### src/pkg/i2c_port_pkg.sv
`default_nettype none
package i2c_port_pkg;

	// Fixed upper part of the 7-bit node address
	localparam logic [3:0] NODE_ADDR_UPPER = 4'hb;

	// Resolved three-level strap states, also their weight in the address sum
	localparam logic [1:0] STRAP_LOW = 2'h0;
	localparam logic [1:0] STRAP_OPEN = 2'h1;
	localparam logic [1:0] STRAP_HIGH = 2'h2;

	// Bit positions in the two-bit pad sense code of a strap
	localparam int SENSE_HI_POS = 1;
	localparam int SENSE_LO_POS = 0;

	// Settle count at which the synchronised straps are captured, on the fourth cycle after reset release
	localparam logic [1:0] STRAP_SETTLE = 2'h3;

	// Rising clock edges counted within one nine-bit frame
	localparam logic [3:0] BITS_NONE = 4'h0;
	localparam logic [3:0] BITS_BYTE = 4'h8;
	localparam logic [3:0] BITS_FRAME = 4'h9;

	// Register address and data widths seen from the serial port
	localparam int REG_ADDR_W = 16;
	localparam int REG_DATA_W = 8;

	// Write queue depth
	localparam int WR_FIFO_DEPTH = 16;

	// Bus timing: shortest clock high time of the faster mode
	localparam int SYS_CLK_MHZ = 100;
	localparam int SCL_HIGH_MIN_NS = 600;
	localparam int SCL_HIGH_MIN_CYC = (SCL_HIGH_MIN_NS * SYS_CLK_MHZ + 999) / 1000;
	localparam int SYNC_LATENCY_CYC = 4;

	typedef enum logic [2:0] {
		ST_IDLE,
		ST_ADDR,
		ST_ADDR_HI,
		ST_ADDR_LO,
		ST_WDATA,
		ST_RDATA,
		ST_SKIP
	} xfer_state_t;

	typedef struct packed {
		logic [REG_ADDR_W-1:0] addr;
		logic [REG_DATA_W-1:0] data;
	} reg_write_t;

endpackage
`default_nettype wire

### src/rtl/serial_port_select_i2c_target.sv
`timescale 1ns/1ps
`default_nettype none
module serial_port_select_i2c_target #(
	parameter int FIFO_DEPTH = i2c_port_pkg::WR_FIFO_DEPTH
) (
	input wire logic sys_clk_i,
	input wire logic rst_n_i,
	input wire logic [1:0] port_strap_upper_i,
	input wire logic [1:0] port_strap_lower_i,
	output logic spi_en_o,
	output logic i2c_en_o,
	output logic [6:0] node_addr_o,
	input wire logic scl_i,
	input wire logic sda_i,
	output logic sda_o,
	output logic sda_oe_o,
	output logic [i2c_port_pkg::REG_ADDR_W-1:0] rd_addr_o,
	input wire logic [i2c_port_pkg::REG_DATA_W-1:0] rd_data_i,
	output logic wr_valid_o,
	input wire logic wr_ready_i,
	output logic [i2c_port_pkg::REG_ADDR_W-1:0] wr_addr_o,
	output logic [i2c_port_pkg::REG_DATA_W-1:0] wr_data_o
);

	// The sync chain plus edge detect must fit well inside one clock high time
	if (i2c_port_pkg::SCL_HIGH_MIN_CYC < i2c_port_pkg::SYNC_LATENCY_CYC) begin : g_rate_check
		$error("system clock too slow for fast-mode bus");
	end

	// Pad sense code to three-level state; both comparators firing reads as open
	function automatic logic [1:0] strap_resolve(input logic [1:0] sense);
		logic [1:0] res;
		res = i2c_port_pkg::STRAP_OPEN;
		if (sense[i2c_port_pkg::SENSE_HI_POS] && !sense[i2c_port_pkg::SENSE_LO_POS]) begin
			res = i2c_port_pkg::STRAP_HIGH;
		end else if (!sense[i2c_port_pkg::SENSE_HI_POS] && sense[i2c_port_pkg::SENSE_LO_POS]) begin
			res = i2c_port_pkg::STRAP_LOW;
		end
		return res;
	endfunction

	// Only the both-high pair hands the pins to the four-wire port
	function automatic logic spi_select(input logic [1:0] up, input logic [1:0] lo);
		return up == i2c_port_pkg::STRAP_HIGH && lo == i2c_port_pkg::STRAP_HIGH;
	endfunction

	// Strap synchronisers and one-shot capture after reset release.
	// Taking the straps once keeps a later strap disturbance from moving the address.
	logic strap_take;
	logic [1:0] up_meta_r;
	logic [1:0] up_sync_r;
	logic [1:0] lo_meta_r;
	logic [1:0] lo_sync_r;
	logic [1:0] settle_r;
	logic strap_done_r;
	logic [1:0] up_state;
	logic [1:0] lo_state;
	logic [3:0] addr_sum;

	// Straps come from pads, so two flops before any decode
	always_ff @(posedge sys_clk_i or negedge rst_n_i) begin
		if (!rst_n_i) begin
			up_meta_r <= 2'h0;
			up_sync_r <= 2'h0;
			lo_meta_r <= 2'h0;
			lo_sync_r <= 2'h0;
		end else begin
			up_meta_r <= port_strap_upper_i;
			up_sync_r <= up_meta_r;
			lo_meta_r <= port_strap_lower_i;
			lo_sync_r <= lo_meta_r;
		end
	end

	assign up_state = strap_resolve(up_sync_r);
	assign lo_state = strap_resolve(lo_sync_r);
	assign addr_sum = 4'(up_state * 3) + 4'(lo_state);

	// Capture strobe, high for one cycle once the chain has filled
	assign strap_take = !strap_done_r && settle_r == i2c_port_pkg::STRAP_SETTLE;

	// Settle counter: the straps are taken once, after the chain has filled
	always_ff @(posedge sys_clk_i or negedge rst_n_i) begin
		if (!rst_n_i) begin
			settle_r <= 2'h0;
			strap_done_r <= 1'b0;
		end else if (!strap_done_r) begin
			settle_r <= settle_r + 2'h1;
			if (settle_r == i2c_port_pkg::STRAP_SETTLE) begin
				strap_done_r <= 1'b1;
			end
		end
	end

	// Port select and node address, frozen after capture
	always_ff @(posedge sys_clk_i or negedge rst_n_i) begin
		if (!rst_n_i) begin
			spi_en_o <= 1'b0;
			i2c_en_o <= 1'b0;
			node_addr_o <= 7'h00;
		end else if (strap_take) begin
			spi_en_o <= spi_select(up_state, lo_state);
			i2c_en_o <= !spi_select(up_state, lo_state);
			node_addr_o <= {i2c_port_pkg::NODE_ADDR_UPPER, addr_sum[2:0]};
		end
	end

	// Bus line synchronisers and condition detection.
	// Both lines pass the same chain, so their relative order is kept.
	logic scl_meta_r;
	logic scl_sync_r;
	logic scl_prev_r;
	logic sda_meta_r;
	logic sda_sync_r;
	logic sda_prev_r;
	logic scl_rise;
	logic scl_fall;
	logic start_det;
	logic stop_det;

	// Two flops on each line; the third only serves edge detection
	always_ff @(posedge sys_clk_i or negedge rst_n_i) begin
		if (!rst_n_i) begin
			scl_meta_r <= 1'b1;
			scl_sync_r <= 1'b1;
			scl_prev_r <= 1'b1;
			sda_meta_r <= 1'b1;
			sda_sync_r <= 1'b1;
			sda_prev_r <= 1'b1;
		end else begin
			scl_meta_r <= scl_i;
			scl_sync_r <= scl_meta_r;
			scl_prev_r <= scl_sync_r;
			sda_meta_r <= sda_i;
			sda_sync_r <= sda_meta_r;
			sda_prev_r <= sda_sync_r;
		end
	end

	// Edge and condition strobes, one cycle each
	assign scl_rise = scl_sync_r & ~scl_prev_r;
	assign scl_fall = ~scl_sync_r & scl_prev_r;
	assign start_det = i2c_en_o & scl_sync_r & scl_prev_r & sda_prev_r & ~sda_sync_r;
	assign stop_det = i2c_en_o & scl_sync_r & scl_prev_r & ~sda_prev_r & sda_sync_r;

	// Transfer sequencing.
	// Everything below moves on synchronised clock and data edges only, never on the pins.
	i2c_port_pkg::xfer_state_t state_r;
	logic load_rd;
	logic [3:0] bits_r;
	logic [7:0] rx_r;
	logic [7:0] tx_r;
	logic [15:0] ptr_r;
	logic byte_end;
	logic frame_end;
	logic addr_match;
	logic ack_now;
	logic fifo_in_ready;
	logic push;
	logic tx_step;
	i2c_port_pkg::reg_write_t push_word;
	i2c_port_pkg::reg_write_t pop_word;

	// Falling edge after the eighth bit, and after the ninth (acknowledge) bit
	assign byte_end = scl_fall && bits_r == i2c_port_pkg::BITS_BYTE;
	assign frame_end = scl_fall && bits_r == i2c_port_pkg::BITS_FRAME;
	assign addr_match = rx_r[7:1] == node_addr_o;
	assign tx_step = scl_fall && state_r == i2c_port_pkg::ST_RDATA
		&& bits_r != i2c_port_pkg::BITS_NONE && bits_r < i2c_port_pkg::BITS_BYTE;

	// End of a read frame: fetch the next byte and move the pointer past it
	assign load_rd = frame_end && state_r == i2c_port_pkg::ST_RDATA;

	// Whether the byte just received is accepted; a full queue refuses data
	// An address byte meant for another node is never answered
	always_comb begin
		ack_now = 1'b0;
		case (state_r)
			i2c_port_pkg::ST_ADDR: ack_now = addr_match;
			i2c_port_pkg::ST_ADDR_HI: ack_now = 1'b1;
			i2c_port_pkg::ST_ADDR_LO: ack_now = 1'b1;
			i2c_port_pkg::ST_WDATA: ack_now = fifo_in_ready;
			default: ack_now = 1'b0;
		endcase
	end

	assign push = byte_end && state_r == i2c_port_pkg::ST_WDATA && fifo_in_ready;
	assign push_word.addr = ptr_r;
	assign push_word.data = rx_r;

	// Bit counter counts rising clock edges; start or stop drops a partial byte
	// Rises are counted, so the ninth rise is always the acknowledge slot
	always_ff @(posedge sys_clk_i or negedge rst_n_i) begin
		if (!rst_n_i) begin
			bits_r <= i2c_port_pkg::BITS_NONE;
		end else if (start_det || stop_det || !i2c_en_o) begin
			bits_r <= i2c_port_pkg::BITS_NONE;
		end else if (scl_rise && bits_r != i2c_port_pkg::BITS_FRAME) begin
			bits_r <= bits_r + 4'h1;
		end else if (frame_end) begin
			bits_r <= i2c_port_pkg::BITS_NONE;
		end
	end

	// Receive shifter, sampled while clock is high, MSB first
	always_ff @(posedge sys_clk_i or negedge rst_n_i) begin
		if (!rst_n_i) begin
			rx_r <= 8'h00;
		end else if (scl_rise && bits_r < i2c_port_pkg::BITS_BYTE) begin
			rx_r <= {rx_r[6:0], sda_sync_r};
		end
	end

	// Transfer state
	// Stop outranks start; either one abandons a half-finished byte
	always_ff @(posedge sys_clk_i or negedge rst_n_i) begin
		if (!rst_n_i) begin
			state_r <= i2c_port_pkg::ST_IDLE;
		end else if (!i2c_en_o || stop_det) begin
			state_r <= i2c_port_pkg::ST_IDLE;
		end else if (start_det) begin
			state_r <= i2c_port_pkg::ST_ADDR;
		end else if (scl_rise && state_r == i2c_port_pkg::ST_RDATA
			&& bits_r == i2c_port_pkg::BITS_BYTE && sda_sync_r) begin
			state_r <= i2c_port_pkg::ST_SKIP;
		end else if (byte_end) begin
			case (state_r)
				i2c_port_pkg::ST_ADDR: begin
					if (!addr_match) begin
						state_r <= i2c_port_pkg::ST_SKIP;
					end else if (rx_r[0]) begin
						state_r <= i2c_port_pkg::ST_RDATA;
					end else begin
						state_r <= i2c_port_pkg::ST_ADDR_HI;
					end
				end
				i2c_port_pkg::ST_ADDR_HI: state_r <= i2c_port_pkg::ST_ADDR_LO;
				i2c_port_pkg::ST_ADDR_LO: state_r <= i2c_port_pkg::ST_WDATA;
				default: state_r <= state_r;
			endcase
		end
	end

	// Register pointer: loaded high byte first, advanced after each data byte
	// A refused write byte leaves the pointer alone, so a retry hits the same register
	always_ff @(posedge sys_clk_i or negedge rst_n_i) begin
		if (!rst_n_i) begin
			ptr_r <= 16'h0000;
		end else if (byte_end && state_r == i2c_port_pkg::ST_ADDR_HI) begin
			ptr_r <= {rx_r, ptr_r[7:0]};
		end else if (byte_end && state_r == i2c_port_pkg::ST_ADDR_LO) begin
			ptr_r <= {ptr_r[15:8], rx_r};
		end else if (push) begin
			ptr_r <= ptr_r + 16'h0001;
		end else if (load_rd) begin
			ptr_r <= ptr_r + 16'h0001;
		end
	end

	// Read address follows the pointer; the register file answers in the same cycle
	assign rd_addr_o = ptr_r;

	// Transmit shifter: loaded at end of a frame, shifted on each low phase
	// Bit 7 goes to the line at load time, so only seven bits remain to shift
	always_ff @(posedge sys_clk_i or negedge rst_n_i) begin
		if (!rst_n_i) begin
			tx_r <= 8'hff;
		end else if (load_rd) begin
			tx_r <= {rd_data_i[6:0], 1'b1};
		end else if (tx_step) begin
			tx_r <= {tx_r[6:0], 1'b1};
		end
	end

	// Data line drive; only ever changed on a falling clock edge, so the line
	// is stable while the clock is high
	always_ff @(posedge sys_clk_i or negedge rst_n_i) begin
		if (!rst_n_i) begin
			sda_oe_o <= 1'b0;
		end else if (start_det || stop_det || !i2c_en_o) begin
			sda_oe_o <= 1'b0;
		end else if (byte_end) begin
			sda_oe_o <= ack_now;
		end else if (frame_end) begin
			if (state_r == i2c_port_pkg::ST_RDATA) begin
				sda_oe_o <= ~rd_data_i[7];
			end else begin
				sda_oe_o <= 1'b0;
			end
		end else if (tx_step) begin
			sda_oe_o <= ~tx_r[7];
		end else if (scl_fall && state_r == i2c_port_pkg::ST_SKIP) begin
			sda_oe_o <= 1'b0;
		end
	end

	// Open-drain: the pin is only ever pulled low, never driven high.
	// There is no clock output at all: the controller makes every pulse.
	assign sda_o = 1'b0;

	// Write queue toward the register file.
	// It lets the register file stall without stretching the bus clock.
	// A full queue makes the byte get a not-acknowledge rather than be lost.
	// Limitation: a read right after a write may overtake queued writes.
	word_fifo #(
		.WIDTH($bits(i2c_port_pkg::reg_write_t)),
		.DEPTH(FIFO_DEPTH)
	) u_wr_fifo (
		.sys_clk_i(sys_clk_i),
		.rst_n_i(rst_n_i),
		.in_valid_i(push),
		.in_ready_o(fifo_in_ready),
		.in_data_i(push_word),
		.out_valid_o(wr_valid_o),
		.out_ready_i(wr_ready_i),
		.out_data_o(pop_word)
	);

	// Queue head split onto the write port
	assign wr_addr_o = pop_word.addr;
	assign wr_data_o = pop_word.data;

endmodule // serial_port_select_i2c_target
`default_nettype wire

### src/rtl/word_fifo.sv
`timescale 1ns/1ps
`default_nettype none
module word_fifo #(
	parameter int WIDTH = 24,
	parameter int DEPTH = 16
) (
	input wire logic sys_clk_i,
	input wire logic rst_n_i,
	input wire logic in_valid_i,
	output logic in_ready_o,
	input wire logic [WIDTH-1:0] in_data_i,
	output logic out_valid_o,
	input wire logic out_ready_i,
	output logic [WIDTH-1:0] out_data_o
);
	localparam int AW = $clog2(DEPTH);

	// Power-of-two depth keeps the pointer wrap free
	if (DEPTH < 2 || (1 << AW) != DEPTH) begin : g_depth_check
		$error("word_fifo: DEPTH must be a power of two, at least 2");
	end

	logic [WIDTH-1:0] mem_r [DEPTH];
	logic [AW:0] wr_ptr_r;
	logic [AW:0] rd_ptr_r;
	logic push;
	logic pop;

	// Full when pointers differ only in the wrap bit
	assign in_ready_o = (wr_ptr_r ^ rd_ptr_r) != {1'b1, {AW{1'b0}}};
	assign out_valid_o = wr_ptr_r != rd_ptr_r;
	assign out_data_o = mem_r[rd_ptr_r[AW-1:0]];
	assign push = in_valid_i & in_ready_o;
	assign pop = out_valid_o & out_ready_i;

	// Storage, written only on an accepted push
	always_ff @(posedge sys_clk_i) begin
		if (push) begin
			mem_r[wr_ptr_r[AW-1:0]] <= in_data_i;
		end
	end

	// Pointers
	always_ff @(posedge sys_clk_i or negedge rst_n_i) begin
		if (!rst_n_i) begin
			wr_ptr_r <= '0;
			rd_ptr_r <= '0;
		end else begin
			if (push) begin
				wr_ptr_r <= wr_ptr_r + 1'b1;
			end
			if (pop) begin
				rd_ptr_r <= rd_ptr_r + 1'b1;
			end
		end
	end
endmodule // word_fifo
`default_nettype wire

### config.mk
export PLATFORM = sky130hd
export DESIGN_NAME = serial_port_select_i2c_target
export DESIGN_NICKNAME = d
export VERILOG_FILES = /design/src/pkg/i2c_port_pkg.sv /design/src/rtl/serial_port_select_i2c_target.sv /design/src/rtl/word_fifo.sv
export SDC_FILE = /design/constraint.sdc
export NUM_CORES = 1
export LEC_CHECK = 0
export BUFFER_PORTS_ARGS = -buffer_cell sky130_fd_sc_hd__buf_2
export CAP_MARGIN = 20
export CORE_MARGIN = 5
export CORE_UTILIZATION = 60
export CTS_CLUSTER_SIZE = 10
export DETAILED_ROUTE_END_ITERATION = 8
export GPL_ROUTABILITY_DRIVEN = 0
export PLACE_DENSITY = 0.86
export SLEW_MARGIN = 20
export SYNTH_ARGS = -nofsm -noshare
export SYNTH_HDL_FRONTEND = slang
export SYNTH_SLANG_ARGS = --single-unit
### constraint.sdc
create_clock -name sys_clk_i -period 9.9 [get_ports sys_clk_i]
set_input_delay 1.485 -clock sys_clk_i [delete_from_list [all_inputs] [get_ports sys_clk_i]]
set_output_delay 1.485 -clock sys_clk_i [all_outputs]
set_load 0.02 [all_outputs]
==> flow_summary.toml <==
[status]
status = "finished, final reports clean"

[sta]
slew_violations = 0
worst_clock_skew_ps = 14.1
tightestPinTransition_ps = 1150
tns_ps = 0
finalCriticalPeriod_ps = 5610
finalCritPeriodShare = 0.567
rsz0062_at_grt = "no"
slew_headroom = 0.235
fmax_mhz = 178
setup_violations = 0
hold_violations = 0

[setup_path]
startpoint = "u_wr_fifo.rd_ptr_r[0]$_DFFE_PN0P_"
required_ps = 8420
reg2reg_from = "u_wr_fifo.rd_ptr_r[3]$_DFFE_PN0P_"
worst_setup_path_end_kind = "output pin"
critPathLaunchType = "flip-flop"
critPathMaxFanout = 44
crit_type = "reg2out"
cp_slowest_cell = "buf_4"
path_common_cell = "buf_4"
cp.arrival_ps = 4130
critPathMaxStageDelay_ps = 810
crit_chain = "buf_4 > buf_4 > mux4_2 > nor2b_1 > a211oi_1 > a21oi_1 > buf_2"

[clock_network]
clkLatencyLatePin_ps = 560
cts-hold-fix-buffers = 0
clockRootBuffer = "clkbuf_16"
post-cts-setup-buffers = 0
clk_pin_slew_ps = 50
cts_buffer_depth = 3
clock_sinks = 456
cts_tree = "built"
cts_resized = 0
cts_buffers = 51
htree_levels = 2

[yosys]
synthFlopType = "edfxtp_1"
yosys-top-cells-area = "edfxtp_1 (63%), mux4_2 (12%), dfrtp_1 (8.0%), dfstp_2 (1.9%), mux2i_1 (1.4%)"
syn-cell-area_sq_um = 18400
avgSynthCellArea_sq_um = 18.6
syn_inst = 989
synth_top_area_share = 0.628
ys_async_sr_fraction = 0.158
ys_seq_elements = 456
synth_edf_count = 384
ys_seq_area_frac = 0.727
synth_warnings = 0
yosysUniqueCellTypes = 60
yosysTopAreaCell = "edfxtp_1"

[detailed_routing]
wire_per_inst_um = 27.2
viasPerCell = 6.64
drtIter0Drc = 1247
dr.pass1.iters = 5
drt-total-wl_um = 41200
drt.antenna.violating_nets = 0
remaining_drc_errors = 0
vias = 10042

[global_route]
grtUsageMet1 = 0.344
grtUsageMet2 = 0.409
grt_use_total = 0.247
grt_max_degree = 75
grt_pass1_wl_um = 62900
use_met3 = 0.0516
grt_antenna_before_repair = 0
grt_busiest_layer = "met2"
grt_pass1_vias = 10332
gr-total-overflow = 0

[floorplan]
die_w_um = 185
die_h_um = 185
io_pins = 69
rows = 64
core_area_sq_um = 30400
dieArea_sq_um = 34200
start_util = 0.604

[power_and_ir_drop]
power_density_nw_per_um2 = 243
leakage_nw = 7.56
ir_worst_vdd_mv = 0.178

[hold_path]
worstHoldPathType = "reg2reg"
min-delay-start = "up_meta_r[1]$_DFF_PN0_"

[layout]
nNetsFinal = 1119
nFillCells = 1834
layout.cells.non_filler = 1512
multi_input_area_sq_um = 4730
drive_above_1_share = 0.261
antenna_cells = 0
regArea_sq_um = 13400
area_delta_synth_final_pct = 12.5

[place]
placedCellCount = 1427
io_buffers = 66
hpwl_um = 21900

[job]
max_cap_viol_count = 0
routing by layer:
layer	share of wire	wire length (um)
met5	0	0
met4	0.024	1000
met3	0.11	4540
met2	0.50	20400
met1	0.37	15300
through the flow:
step | cell area [sq um] | setup WS [ps] | utilization | total power [mW] | hold slack (ps)
after floorplan | 18400 | 5350 | - | 3.11 | 331
after global placement | 19200 | 4810 | 0.631 | 3.37 | 332
after detailed placement | 19200 | 4740 | 0.631 | 3.39 | 336
after CTS | 20600 | 4130 | 0.679 | 5.05 | 350
after global routing | 20700 | 3920 | 0.679 | 5.22 | 352
final | 20700 | 4290 | 0.679 | 5.02 | 347
state kept, by name, indices dropped and copies added (netlist names), 3 cells and up:
name,flops
node_addr_o,4
rd_addr_o,16
u_wr_fifo.wr_ptr_r,5
rx_r,8
state_r,3
u_wr_fifo.rd_ptr_r,5
tx_r,7
u_wr_fifo.mem_r,384
bits_r,4
cell type report:
| cell class | count | area share |
|---|---|---|
| flip-flops and latches | 456 | 0.647 |
| multi-input cells | 465 | 0.229 |
| clock buffers | 83 | 0.0691 |
| repair buffers | 95 | 0.0267 |
| well taps | 396 | 0.0240 |
| inverters | 15 | 0.00273 |
| clock inverters | 2 | 0.00121 |
cell usage after synthesis (all sizes together) (2+ instances only):
library cell / n
edfxtp: 384
mux4: 96
dfrtp: 59
nand2: 42
a21oi: 34
buf: 30
nor2b: 28
mux2i: 25
o21ai: 25
a211oi: 24
clkbuf: 24
nor2: 22
ha: 18
inv: 15
nand3: 14
dfstp: 13
mux2: 13
nor3: 13
xor2: 13
and2: 11
xnor2: 11
and3: 9
a22oi: 7
nand2b: 7
nand4: 5
nor4: 5
a221o: 4
nor4b: 4
or3: 4
a21o: 3
a32oi: 3
or2: 3
a2111oi: 2
o2111ai: 2
o21a: 2
cells by family (layout without fill, tap and decap cells):
logic type / count (synthesis) / count (layout) / share of synthesized area
AOI/OAI and AO/OA: 117 / 117 / 0.0423
xor gates and xnor gates: 24 / 24 / 0.0119
adders and majority gates: 18 / 18 / 0.0123
buffers and inverters: 69 / 195 / 0.0174
DFF: 456 / 456 / 0.727
muxes: 134 / 134 / 0.139
other: 1 / 2 / 0.000204
and+or+nand+nor: 170 / 170 / 0.0498
worst paths after layout:
kind	cells after the start	slack (ps)	to
hold / removal	0	350	up_sync_r[1]$_DFF_PN0_
setup / recovery	7	4290	wr_addr_o[13]
hold reg to reg	0	350	up_sync_r[1]$_DFF_PN0_
min in group asynchronous	1	1050	up_meta_r[1]$_DFF_PN0_
max in group asynchronous	1	8170	u_wr_fifo.rd_ptr_r[0]$_DFFE_PN0P_
setup reg to reg	7	5790	u_wr_fifo.mem_r[7][19]$_DFFE_PP_
placed cells by master, fill, tap and decap left out, types with 13 or more instances in the layout:
master,instances
edfxtp_1,384
mux4_2,96
buf_2,65
dfrtp_1,55
clkbuf_16,52
nand2_1,42
a21oi_1,34
clkbuf_1,30
buf_4,30
nor2b_1,27
mux2i_1,25
a211oi_1,24
nor2_1,22
ha_1,18
o21ai_0,16
inv_1,15
mux2_2,13
nand3_1,13
dfstp_2,13
report_power, final:
part | leakage, nW | switching (mW) | internal, mW
combinational | 2.04 | 0.533 | 0.451
clock | 0.695 | 0.689 | 0.974
sequential | 4.82 | 0.193 | 2.19
total | 7.56 | 1.41 | 3.61
worst max-delay path: cells and delay by family (launching register included):
| kind | cells | cell delay [ps] |
|---|---|---|
| flops | 1 | 720 |
| compound gates | 2 | 400 |
| mux | 1 | 600 |
| simple gates | 1 | 160 |
| buf+inv | 3 | 1650 |
Note: power is estimated with default switching activity, not from simulation.
